**config.mk**
```make
export PLATFORM = sky130hd
export DESIGN_NAME = nvp_credit_port
export DESIGN_NICKNAME = d
export VERILOG_FILES = /design/src/rtl/nvp_pkg.sv /design/src/rtl/nvp_credit_port.sv /design/src/rtl/nvp_tick.sv
export SDC_FILE = /design/constraint.sdc
export NUM_CORES = 1
export LEC_CHECK = 0
export BUFFER_PORTS_ARGS = -buffer_cell sky130_fd_sc_hd__buf_2
export CAP_MARGIN = 20
export CORE_MARGIN = 3
export CORE_UTILIZATION = 49
export CTS_BUF_LIST = sky130_fd_sc_hd__clkbuf_4 sky130_fd_sc_hd__clkbuf_8
export DETAILED_ROUTE_END_ITERATION = 6
export GPL_TIMING_DRIVEN = 0
export PLACE_DENSITY = 0.85
export SLEW_MARGIN = 20
export SYNTH_ARGS = -nofsm -noshare
export SYNTH_HDL_FRONTEND = slang
export SYNTH_HIERARCHICAL = 1
export SYNTH_SLANG_ARGS = --single-unit
```
**constraint.sdc**
```tcl
create_clock -name hclk -period 2.2 [get_ports hclk]
set_input_delay 0 -clock hclk [delete_from_list [all_inputs] [get_ports hclk]]
set_output_delay 0 -clock hclk [all_outputs]
set_load 0.02 [all_outputs]
```
**src/rtl/nvp_pkg.sv**
```systemverilog
package nvp_pkg;
  // Clock and time base.
  localparam int unsigned CLK_MHZ = 100;
  localparam int unsigned TICK_US = 1000;
  localparam int unsigned TICK_CYCLES = TICK_US * CLK_MHZ;
  // Durations counted in 1 ms ticks.
  localparam int unsigned CREDIT_MS = 100;
  localparam int unsigned CREDIT_TOL_MS = 3;
  localparam int unsigned POWERUP_MS = 6000;
  localparam int unsigned RETURN_MS = 1000;
  localparam int unsigned MS_W = 13;
  localparam logic [MS_W-1:0] CREDIT_CNT = MS_W'(CREDIT_MS);
  localparam logic [MS_W-1:0] POWERUP_CNT = MS_W'(POWERUP_MS);
  localparam logic [MS_W-1:0] RETURN_CNT = MS_W'(RETURN_MS);
  localparam logic [MS_W-1:0] MS_ZERO = 13'h0000;
  localparam logic [MS_W-1:0] MS_ONE = 13'h0001;
  // Port widths.
  localparam int unsigned NCHAN = 4;
  localparam int unsigned CH_W = 2;
  // Register byte addresses.
  localparam int unsigned DEC_W = 12;
  localparam logic [DEC_W-1:0] OFF_CTRL = 12'h000;
  localparam logic [DEC_W-1:0] OFF_NOTE = 12'h004;
  localparam logic [DEC_W-1:0] OFF_STATUS = 12'h008;
  // Field positions.
  localparam int unsigned CTRL_LP_BIT = 0;
  localparam int unsigned CTRL_ESC_BIT = 1;
  localparam int unsigned NOTE_CH_LSB = 0;
  localparam int unsigned NOTE_GO_BIT = 2;
  localparam int unsigned STAT_REFUSED_BIT = 8;
  localparam logic [1:0] CTRL_RESET = 2'h0;
  localparam logic [31:0] WORD_ZERO = 32'h0000_0000;
  localparam logic [1:0] HRESP_OKAY = 2'h0;

  typedef enum logic [2:0] {
    ST_IDLE = 3'b000,
    ST_SLEEP = 3'b001,
    ST_CHECK = 3'b010,
    ST_CREDIT = 3'b011,
    ST_ESCROW = 3'b100,
    ST_STACK = 3'b101,
    ST_REJECT = 3'b110,
    ST_TRAIL = 3'b111
  } nvp_state_type;

  // Status word, packed from bit 8 down to bit 0.
  typedef struct packed {
    logic refused;
    logic last_reject;
    logic last_accept;
    logic global_disable;
    logic low_power;
    logic busy;
    nvp_state_type state;
  } nvp_status_type;

  typedef struct packed {
    logic escrow_en;
    logic low_power_en;
  } nvp_ctrl_type;
endpackage : nvp_pkg

```
**src/rtl/nvp_credit_port.sv**
```systemverilog
// How it works
// RULE1 - A recognised note pulls its channel's credit line low for one 100 ms pulse, within 3 ms.
// RULE2 - There is one credit line for each of the first four channels and no more.
// RULE3 - The host throws away any credit pulse whose width lies outside 100 ms plus or minus 3 ms.
// RULE4 - Acceptance inputs idle high, and a low input enables its channel while high inhibits it.
// RULE5 - With no acceptance input low the port is globally disabled and refuses every note.
// RULE6 - The busy line is low while a note is being processed and high otherwise.
// RULE7 - With low power set the port sleeps about 6 s after reset until a note is inserted.
// RULE8 - With low power set the port sleeps again about 1 s after a credit or a rejection.
// RULE9 - One validated note is held in escrow and stacked only once the host confirms the vend.
// RULE10 - All credit lines stay high when idle and at most one pulse is ever active.
// RULE11 - Acceptance inputs are sampled before a note is taken, and an inhibited channel rejects.
//
// Chosen here: the placing of the registers and the AHB-Lite register port.
`timescale 1ns/1ps
`default_nettype none
module nvp_credit_port
  import nvp_pkg::*;
#(
  parameter int unsigned TICK_CYC = nvp_pkg::TICK_CYCLES
) (
  // Clock, reset and clock enable.
  input wire logic hclk,
  input wire logic hresetn,
  input wire logic ce,
  // AHB-Lite slave.
  input wire logic hsel,
  input wire logic [31:0] haddr,
  input wire logic [1:0] htrans,
  input wire logic hwrite,
  input wire logic [2:0] hsize,
  input wire logic [31:0] hwdata,
  input wire logic hready,
  output logic hreadyout,
  output logic [1:0] hresp,
  output logic [31:0] hrdata,
  // Host side pins.
  input wire logic [nvp_pkg::NCHAN-1:0] accept_n,
  input wire logic escrow_ok_n,
  output logic [nvp_pkg::NCHAN-1:0] credit_n,
  output logic busy_n,
  // Mechanism side.
  output logic low_power,
  output logic note_stack,
  output logic note_return
);
  import nvp_pkg::*;

  nvp_state_type state_reg, state_next;
  nvp_ctrl_type ctrl_reg;
  logic [MS_W-1:0] ms_reg, ms_next;
  logic [CH_W-1:0] chan_reg;
  logic wr_pend_reg;
  logic [DEC_W-1:0] wr_addr_reg;
  logic last_accept_reg, last_reject_reg, refused_reg;
  logic tick;

  // Bus decode.
  wire take = hsel && htrans[1] && hready;
  wire [DEC_W-1:0] a_dec = haddr[DEC_W-1:0];
  wire in_range = (haddr[31:DEC_W] == '0);
  wire rd_ctrl = take && !hwrite && in_range && (a_dec == OFF_CTRL);
  wire rd_status = take && !hwrite && in_range && (a_dec == OFF_STATUS);
  wire wr_ctrl = wr_pend_reg && (wr_addr_reg == OFF_CTRL);
  wire wr_note = wr_pend_reg && (wr_addr_reg == OFF_NOTE);
  wire wr_status = wr_pend_reg && (wr_addr_reg == OFF_STATUS);
  wire go = wr_note && hwdata[NOTE_GO_BIT];
  wire [CH_W-1:0] go_chan = hwdata[NOTE_CH_LSB +: CH_W];

  // A new note may enter only while nothing is in the path.
  wire can_take = (state_reg == ST_IDLE) || (state_reg == ST_SLEEP) || (state_reg == ST_TRAIL);
  wire start = go && can_take;
  wire refuse_evt = go && !can_take;
  wire global_disable = &accept_n; // [RULE5]
  wire chan_enabled = !accept_n[chan_reg] && !global_disable; // [RULE4] [RULE11]
  wire ms_done = (ms_reg == MS_ZERO);
  wire ms_last = (ms_reg == MS_ONE) && tick;
  wire busy_now = (state_next == ST_CHECK) || (state_next == ST_CREDIT) ||
    (state_next == ST_ESCROW) || (state_next == ST_STACK) || (state_next == ST_REJECT);
  wire restart_tick = start || (state_reg == ST_CHECK) || (state_reg == ST_STACK) ||
    (state_reg == ST_REJECT);

  nvp_status_type status;
  assign status = '{
    refused: refused_reg,
    last_reject: last_reject_reg,
    last_accept: last_accept_reg,
    global_disable: global_disable,
    low_power: low_power,
    busy: !busy_n,
    state: state_reg
  };
  wire [31:0] rd_word = rd_ctrl ? {30'h0000_0000, ctrl_reg} :
    rd_status ? {23'h00_0000, status} : WORD_ZERO;

  nvp_tick #(
    .CYCLES(TICK_CYC)
  ) u_tick (
    .hclk(hclk),
    .hresetn(hresetn),
    .ce(ce),
    .restart(restart_tick),
    .tick(tick)
  );

  // Note path sequencing.
  always_comb begin
    state_next = state_reg;
    ms_next = (tick && !ms_done) ? ms_reg - MS_ONE : ms_reg;
    case (state_reg)
      ST_IDLE: begin
        if (start) begin
          state_next = ST_CHECK;
        end else if (ms_done && ctrl_reg.low_power_en) begin
          state_next = ST_SLEEP; // [RULE7]
        end
      end
      ST_SLEEP: begin
        if (start) begin
          state_next = ST_CHECK; // [RULE7]
        end
      end
      ST_CHECK: begin
        if (chan_enabled) begin
          state_next = ST_CREDIT; // [RULE11]
          ms_next = CREDIT_CNT; // [RULE1]
        end else begin
          state_next = ST_REJECT; // [RULE11] [RULE5]
        end
      end
      ST_CREDIT: begin
        if (ms_last) begin
          state_next = ctrl_reg.escrow_en ? ST_ESCROW : ST_STACK; // [RULE1]
        end
      end
      ST_ESCROW: begin
        if (!escrow_ok_n) begin
          state_next = ST_STACK; // [RULE9]
        end
      end
      ST_STACK: begin
        state_next = ST_TRAIL;
        ms_next = RETURN_CNT; // [RULE8]
      end
      ST_REJECT: begin
        state_next = ST_TRAIL;
        ms_next = RETURN_CNT; // [RULE8]
      end
      ST_TRAIL: begin
        if (start) begin
          state_next = ST_CHECK;
        end else if (ms_done || ms_last) begin
          state_next = ctrl_reg.low_power_en ? ST_SLEEP : ST_IDLE; // [RULE8]
        end
      end
      default: begin
        state_next = ST_IDLE;
      end
    endcase
  end

  always_ff @(posedge hclk or negedge hresetn) begin
    if (!hresetn) begin
      state_reg <= ST_IDLE;
      ms_reg <= POWERUP_CNT; // [RULE7]
      chan_reg <= '0;
    end else if (ce) begin
      state_reg <= state_next;
      ms_reg <= ms_next;
      if (start) begin
        chan_reg <= go_chan; // [RULE2]
      end
    end
  end

  // Pins, all registered; the credit lines follow the next state so they switch with it.
  always_ff @(posedge hclk or negedge hresetn) begin
    if (!hresetn) begin
      credit_n <= '1; // [RULE10]
      busy_n <= 1'b1;
      low_power <= 1'b0;
      note_stack <= 1'b0;
      note_return <= 1'b0;
    end else if (ce) begin
      for (int i = 0; i < NCHAN; i++) begin
        credit_n[i] <= !((state_next == ST_CREDIT) && (chan_reg == CH_W'(i))); // [RULE1] [RULE10]
      end
      busy_n <= !busy_now; // [RULE6]
      low_power <= (state_next == ST_SLEEP); // [RULE7] [RULE8]
      note_stack <= (state_next == ST_STACK); // [RULE9]
      note_return <= (state_next == ST_REJECT);
    end
  end

  // Outcome flags; the refused flag is write-one-to-clear and a new event beats the clear.
  always_ff @(posedge hclk or negedge hresetn) begin
    if (!hresetn) begin
      last_accept_reg <= 1'b0;
      last_reject_reg <= 1'b0;
      refused_reg <= 1'b0;
      ctrl_reg <= CTRL_RESET;
    end else if (ce) begin
      if (start) begin
        last_accept_reg <= 1'b0;
        last_reject_reg <= 1'b0;
      end else if (state_reg == ST_STACK) begin
        last_accept_reg <= 1'b1;
      end else if (state_reg == ST_REJECT) begin
        last_reject_reg <= 1'b1;
      end
      if (refuse_evt) begin
        refused_reg <= 1'b1;
      end else if (wr_status && hwdata[STAT_REFUSED_BIT]) begin
        refused_reg <= 1'b0;
      end
      if (wr_ctrl) begin
        ctrl_reg.low_power_en <= hwdata[CTRL_LP_BIT];
        ctrl_reg.escrow_en <= hwdata[CTRL_ESC_BIT];
      end
    end
  end

  // Zero-wait slave: read data is captured in the address phase, writes land in the data phase.
  always_ff @(posedge hclk or negedge hresetn) begin
    if (!hresetn) begin
      wr_pend_reg <= 1'b0;
      wr_addr_reg <= '0;
      hrdata <= WORD_ZERO;
      hreadyout <= 1'b1;
      hresp <= HRESP_OKAY;
    end else if (ce) begin
      wr_pend_reg <= take && hwrite && in_range;
      wr_addr_reg <= a_dec;
      hrdata <= rd_word;
      hreadyout <= 1'b1;
      hresp <= HRESP_OKAY;
    end
  end
endmodule : nvp_credit_port
`default_nettype wire

```
**src/rtl/nvp_tick.sv**
```systemverilog
`timescale 1ns/1ps
`default_nettype none
module nvp_tick #(
  parameter int unsigned CYCLES = 100000
) (
  // Clock, reset and clock enable.
  input wire logic hclk,
  input wire logic hresetn,
  input wire logic ce,
  // Control and output.
  input wire logic restart,
  output logic tick
);
  localparam int unsigned W = $clog2(CYCLES + 1);
  localparam logic [W-1:0] LAST = W'(CYCLES - 1);
  logic [W-1:0] cnt_reg;
  wire at_last = (cnt_reg == LAST);

  // Restart lines the first tick up exactly one period after the request.
  always_ff @(posedge hclk or negedge hresetn) begin
    if (!hresetn) begin
      cnt_reg <= '0;
      tick <= 1'b0;
    end else if (ce) begin
      cnt_reg <= (restart || at_last) ? '0 : cnt_reg + 1'b1;
      tick <= at_last && !restart;
    end
  end
endmodule : nvp_tick
`default_nettype wire

```
==> flow_summary.html <==
<table>
<tr><th>Metric</th><th>Value</th></tr>
<tr><th colspan="2">Run status</th></tr>
<tr><td>Outcome</td><td>finished with violations</td></tr>
<tr><td>Violations in the final reports</td><td>setup timing</td></tr>
<tr><th colspan="2">GRT</th></tr>
<tr><td>Largest net degree at the start of global routing</td><td>46</td></tr>
<tr><td>Leftover overflow at the end of global routing</td><td>0</td></tr>
<tr><td>Global-route wire length before repair</td><td>17,990 µm</td></tr>
<tr><td>Number of global-route vias before repair</td><td>3,767</td></tr>
<tr><td>Number of antenna violations at the first check in global routing</td><td>1</td></tr>
<tr><td>Global routing usage summed across all routing layers</td><td>0.2284</td></tr>
<tr><th colspan="2">Logic synthesis</th></tr>
<tr><td>Average footprint of a synthesized cell</td><td>10.02 µm²</td></tr>
<tr><td>Synth cell types</td><td>71</td></tr>
<tr><td>Register bit total from synthesis</td><td>71</td></tr>
<tr><td>Dominant cells by area after synthesis</td><td>sky130_fd_sc_hd__dfrtp_1, sky130_fd_sc_hd__dfstp_2, sky130_fd_sc_hd__buf_4, sky130_fd_sc_hd__mux2_2, sky130_fd_sc_hd__nor2_1</td></tr>
<tr><td>Cell count after synthesis</td><td>413</td></tr>
<tr><td>Synthesis Warnings</td><td>6</td></tr>
<tr><td>Post-synthesis async set-or-reset flop share</td><td>1.000</td></tr>
<tr><td>Most used standard cell by instance count after synthesis</td><td>sky130_fd_sc_hd__dfrtp_1</td></tr>
<tr><td>Synth top area share</td><td>0.3566</td></tr>
<tr><td>Sequential cell area fraction in the yosys report</td><td>0.4328</td></tr>
<tr><td>Number of flops mapped to enable cells by yosys</td><td>0</td></tr>
<tr><td>Top cells by count, synth</td><td>sky130_fd_sc_hd__dfrtp_1, sky130_fd_sc_hd__nor2_1, sky130_fd_sc_hd__buf_4, sky130_fd_sc_hd__nand2_1</td></tr>
<tr><td>Largest area contributor in the netlist</td><td>sky130_fd_sc_hd__dfrtp_1</td></tr>
<tr><td>Most frequently used flop master after synthesis</td><td>sky130_fd_sc_hd__dfrtp_1</td></tr>
<tr><td>Post-synth design cell area</td><td>0.004140 mm²</td></tr>
<tr><th colspan="2">Pwr</th></tr>
<tr><td>Sw Ratio</td><td>0.3313</td></tr>
<tr><td>Sequential share of power</td><td>0.423</td></tr>
<tr><td>Pleak</td><td>2.397 nW</td></tr>
<tr><td>Maximum resistive drop on vdd</td><td>0.3777 mV</td></tr>
<tr><td>Comb pwr share</td><td>0.262</td></tr>
<tr><td>Power per unit of standard cell area</td><td>654.4 mW/mm²</td></tr>
<tr><td>Cell internal pwr</td><td>2.318 mW</td></tr>
<tr><td>Sw power</td><td>1.148 mW</td></tr>
<tr><td>Total chip power</td><td>3.466 mW</td></tr>
<tr><td>Clock share of power</td><td>0.315</td></tr>
<tr><th colspan="2">Setup path</th></tr>
<tr><td>Arrival time at the worst endpoint</td><td>2.61 ns</td></tr>
<tr><td>Launch instance of the worst register-to-register path</td><td>wr_addr_reg[9]</td></tr>
<tr><td>Largest fanout on the critical path</td><td>8</td></tr>
<tr><td>Crit-path cells</td><td>or4_4 &gt; nor3b_4 &gt; buf_4 &gt; nor3_1 &gt; or4_1 &gt; buf_6 &gt; mux2_4</td></tr>
<tr><td>Worst setup EP type</td><td>register</td></tr>
<tr><td>Bufs and invs on worst path</td><td>2</td></tr>
<tr><td>Data required time of the worst path</td><td>2.44 ns</td></tr>
<tr><td>CP Class</td><td>reg -&gt; reg</td></tr>
<tr><td>Slowest stage delay, CP</td><td>0.58 ns</td></tr>
<tr><td>CP Launch Type</td><td>register</td></tr>
<tr><td>Crit path max-delay family</td><td>simple AND/OR/NAND/NOR gates</td></tr>
<tr><td>CP Launch Point</td><td>wr_addr_reg[9]</td></tr>
<tr><td>Critical-path top delay cell</td><td>sky130_fd_sc_hd__or4_4</td></tr>
<tr><th colspan="2">STA</th></tr>
<tr><td>Final critical delay including setup and external delays</td><td>2.368 ns</td></tr>
<tr><td>Final worst setup slack</td><td>-0.1680 ns</td></tr>
<tr><td>Final number of setup-violating endpoints</td><td>22</td></tr>
<tr><td>Portion of the clock cycle consumed by the worst path in the final layout</td><td>1.076</td></tr>
<tr><td>Worst Clk Skew</td><td>0.01011 ns</td></tr>
<tr><td>Max-slew violation count</td><td>0</td></tr>
<tr><td>Max transition margin</td><td>0.5950</td></tr>
<tr><td>Highest clock rate</td><td>422.3 MHz</td></tr>
<tr><td>Unrepaired setup endpoints after global routing</td><td>true</td></tr>
<tr><td>Hold violation total from the final report</td><td>0</td></tr>
<tr><td>Slew at the pin closest to its max-slew limit</td><td>0.6011 ns</td></tr>
<tr><td>Total Negative Setup Slacks</td><td>-1.832 ns</td></tr>
<tr><td>Fin Hold WS</td><td>0.07749 ns</td></tr>
<tr><th colspan="2">Flow run</th></tr>
<tr><td>Maximum Capacitance Violations</td><td>0</td></tr>
<tr><th colspan="2">Finish</th></tr>
<tr><td>Area added between synthesis and finish</td><td>27.92%</td></tr>
<tr><td>Ratio of cells with drive above 1 in the final layout</td><td>0.3607</td></tr>
<tr><td>Fraction of the core area covered by cells at the end of the flow</td><td>0.6647</td></tr>
<tr><td>Number of nets in the finished design</td><td>627</td></tr>
<tr><td>Number of flip-flops under the largest register name</td><td>17</td></tr>
<tr><th colspan="2">Die</th></tr>
<tr><td>Area of the core</td><td>0.007968 mm²</td></tr>
<tr><td>Area of the die</td><td>0.009588 mm²</td></tr>
<tr><td>Initial core utilization</td><td>0.5196</td></tr>
<tr><td>Ports placed on the boundary</td><td>123</td></tr>
<tr><td>Width of the die</td><td>97.92 µm</td></tr>
<tr><td>Height of the chip</td><td>97.92 µm</td></tr>
<tr><td>Number of rows created at floorplan</td><td>32</td></tr>
<tr><th colspan="2">Detailed routing</th></tr>
<tr><td>Wirelength per Cell</td><td>17.16 µm</td></tr>
<tr><td>Violation count after the first detailed-routing iteration</td><td>368</td></tr>
<tr><td>Vias per inst</td><td>5.785</td></tr>
<tr><td>Number of vias after detailed routing</td><td>3,772</td></tr>
<tr><td>Number of routed nets with antenna violations</td><td>0</td></tr>
<tr><td>Wire length reported by the detailed router</td><td>11,190 µm</td></tr>
<tr><td>DRC violations left</td><td>0</td></tr>
<tr><td>First-pass DRT Iterations</td><td>7</td></tr>
<tr><th colspan="2">Hold path</th></tr>
<tr><td>Worst min-delay path class</td><td>in -&gt; reg</td></tr>
<tr><td>Min-Delay Startpoint</td><td>accept_n[0]</td></tr>
<tr><th colspan="2">Placed design</th></tr>
<tr><td># port buffers</td><td>64</td></tr>
<tr><td>Routability cong.</td><td>0.8979</td></tr>
<tr><td>Total half-perimeter wirelength after legalization and detailed placement</td><td>7221 µm</td></tr>
<tr><th colspan="2">CTS</th></tr>
<tr><td>Maximum buffer depth of the clock tree</td><td>2</td></tr>
<tr><td>CTS clock-pin slew for the worst setup and hold paths</td><td>0.08 ns</td></tr>
<tr><td>CTS root buf</td><td>sky130_fd_sc_hd__clkbuf_8</td></tr>
<tr><td>CTS tree</td><td>done</td></tr>
<tr><td>CTS buffer count</td><td>9</td></tr>
<tr><td>H-tree depth</td><td>3</td></tr>
<tr><td>Clock latency of the later-clocked register in the worst-skew pair</td><td>0.36 ns</td></tr>
<tr><td>CTS sink count</td><td>71</td></tr>
</table>
## metal layers
layer	vias to the layer above	wire (µm)	part of all wire	global-route usage
li1	1713	-	-	-
met1	1821	4511	0.40	0.2851
met2	196	5520	0.49	0.3827
met3	42	719	0.064	0.03786
met4	0	440	0.039	0.1150
met5	-	0	0	0
## repair_timing
item / CTS / global route
pin swaps: 6 / 5
setup endpoints to repair: 26 / 30
setup buffers: 9 / 3
gates resized for setup: 8 / 19
hold endpoints to repair: 78 / 0
cloned: 0 / 1
hold buffers: 18 / 0
## power groups by stage
stage          registers, mW  clock network (mW)  logic, mW
2_1_floorplan           1.48                   0      0.536
3_3_place_gp            1.47                   0      0.742
3_5_place_dp            1.48                   0      0.765
4_1_cts                 1.46                1.10      0.829
5_1_grt                 1.48                1.15      0.985
6_report                1.46                1.09      0.908
## worst register-to-register path, delay by kind of cell, from the launching register on
| kind | cells | cell delay, ns |
|---|---|---|
| AND/OR/NAND/NOR | 4 | 1.29 |
| flip-flops | 1 | 0.40 |
| buffers and inverters | 2 | 0.32 |
| multiplexers | 1 | 0.25 |
## worst paths after layout
path,end,cells past startpoint,slack (ns)
min in group asynchronous,u_tick/cnt_reg[9],2,0.09
hold reg to reg,hrdata[1],1,0.50
setup / recovery,state_reg[0],7,-0.17
max in group asynchronous,credit_n[3],3,1.50
hold / removal,hrdata[5],3,0.08
setup reg to reg,state_reg[0],7,-0.17
## metrics by stage
step,cells,setup WS [ns],cell area [µm²]
floorplan,437,-0.1022,4237
global placement,603,-0.3315,4684
detailed placement,604,-0.3988,4707
CTS,647,-0.1205,5205
global route,652,-0.2196,5296
finish,652,-0.1680,5296
## placed cells by master, fill, tap and decap left out, types with 14 or more instances in the layout
cell / Yosys / routed
sky130_fd_sc_hd__dfrtp_1: 59 / 59
sky130_fd_sc_hd__dlygate4sd3_1: 0 / 18
sky130_fd_sc_hd__xnor2_1: 14 / 14
sky130_fd_sc_hd__mux2_2: 16 / 16
sky130_fd_sc_hd__nor2_1: 41 / 35
sky130_fd_sc_hd__buf_4: 29 / 40
sky130_fd_sc_hd__nand2_1: 29 / 28
sky130_fd_sc_hd__conb_1: 2 / 26
sky130_fd_sc_hd__buf_2: 3 / 65
## kinds of logic (layout without fill, tap and decap cells)
group                    count (synthesis)  after routing  synth area share
AO/OA/AOI/OAI                           66             66            0.1157
XOR/XNOR                                19             19           0.04019
adder cells (fa/ha/maj)                  3              3          0.009067
buffers and inverters                   60            172           0.08522
flip-flops                              71             71            0.4328
multiplexers                            20             20           0.05742
other                                    2             27          0.001814
AND/OR/NAND/NOR                        172            172            0.2578
## area by class of cell
type / instances / area [µm²]
Fill cell: 569 / 2671
Multi-Input combinational cell: 306 / 2178
Sequential cell: 71 / 1792
Timing Repair Buffer: 96 / 631.9
Buffer: 45 / 302.8
Tap cell: 102 / 127.6
Clock buffer: 9 / 123.9
Clock inverter: 7 / 81.33
Inverter: 15 / 56.30
Antenna cell: 1 / 2.502
Power figures use the tool's default switching activity.
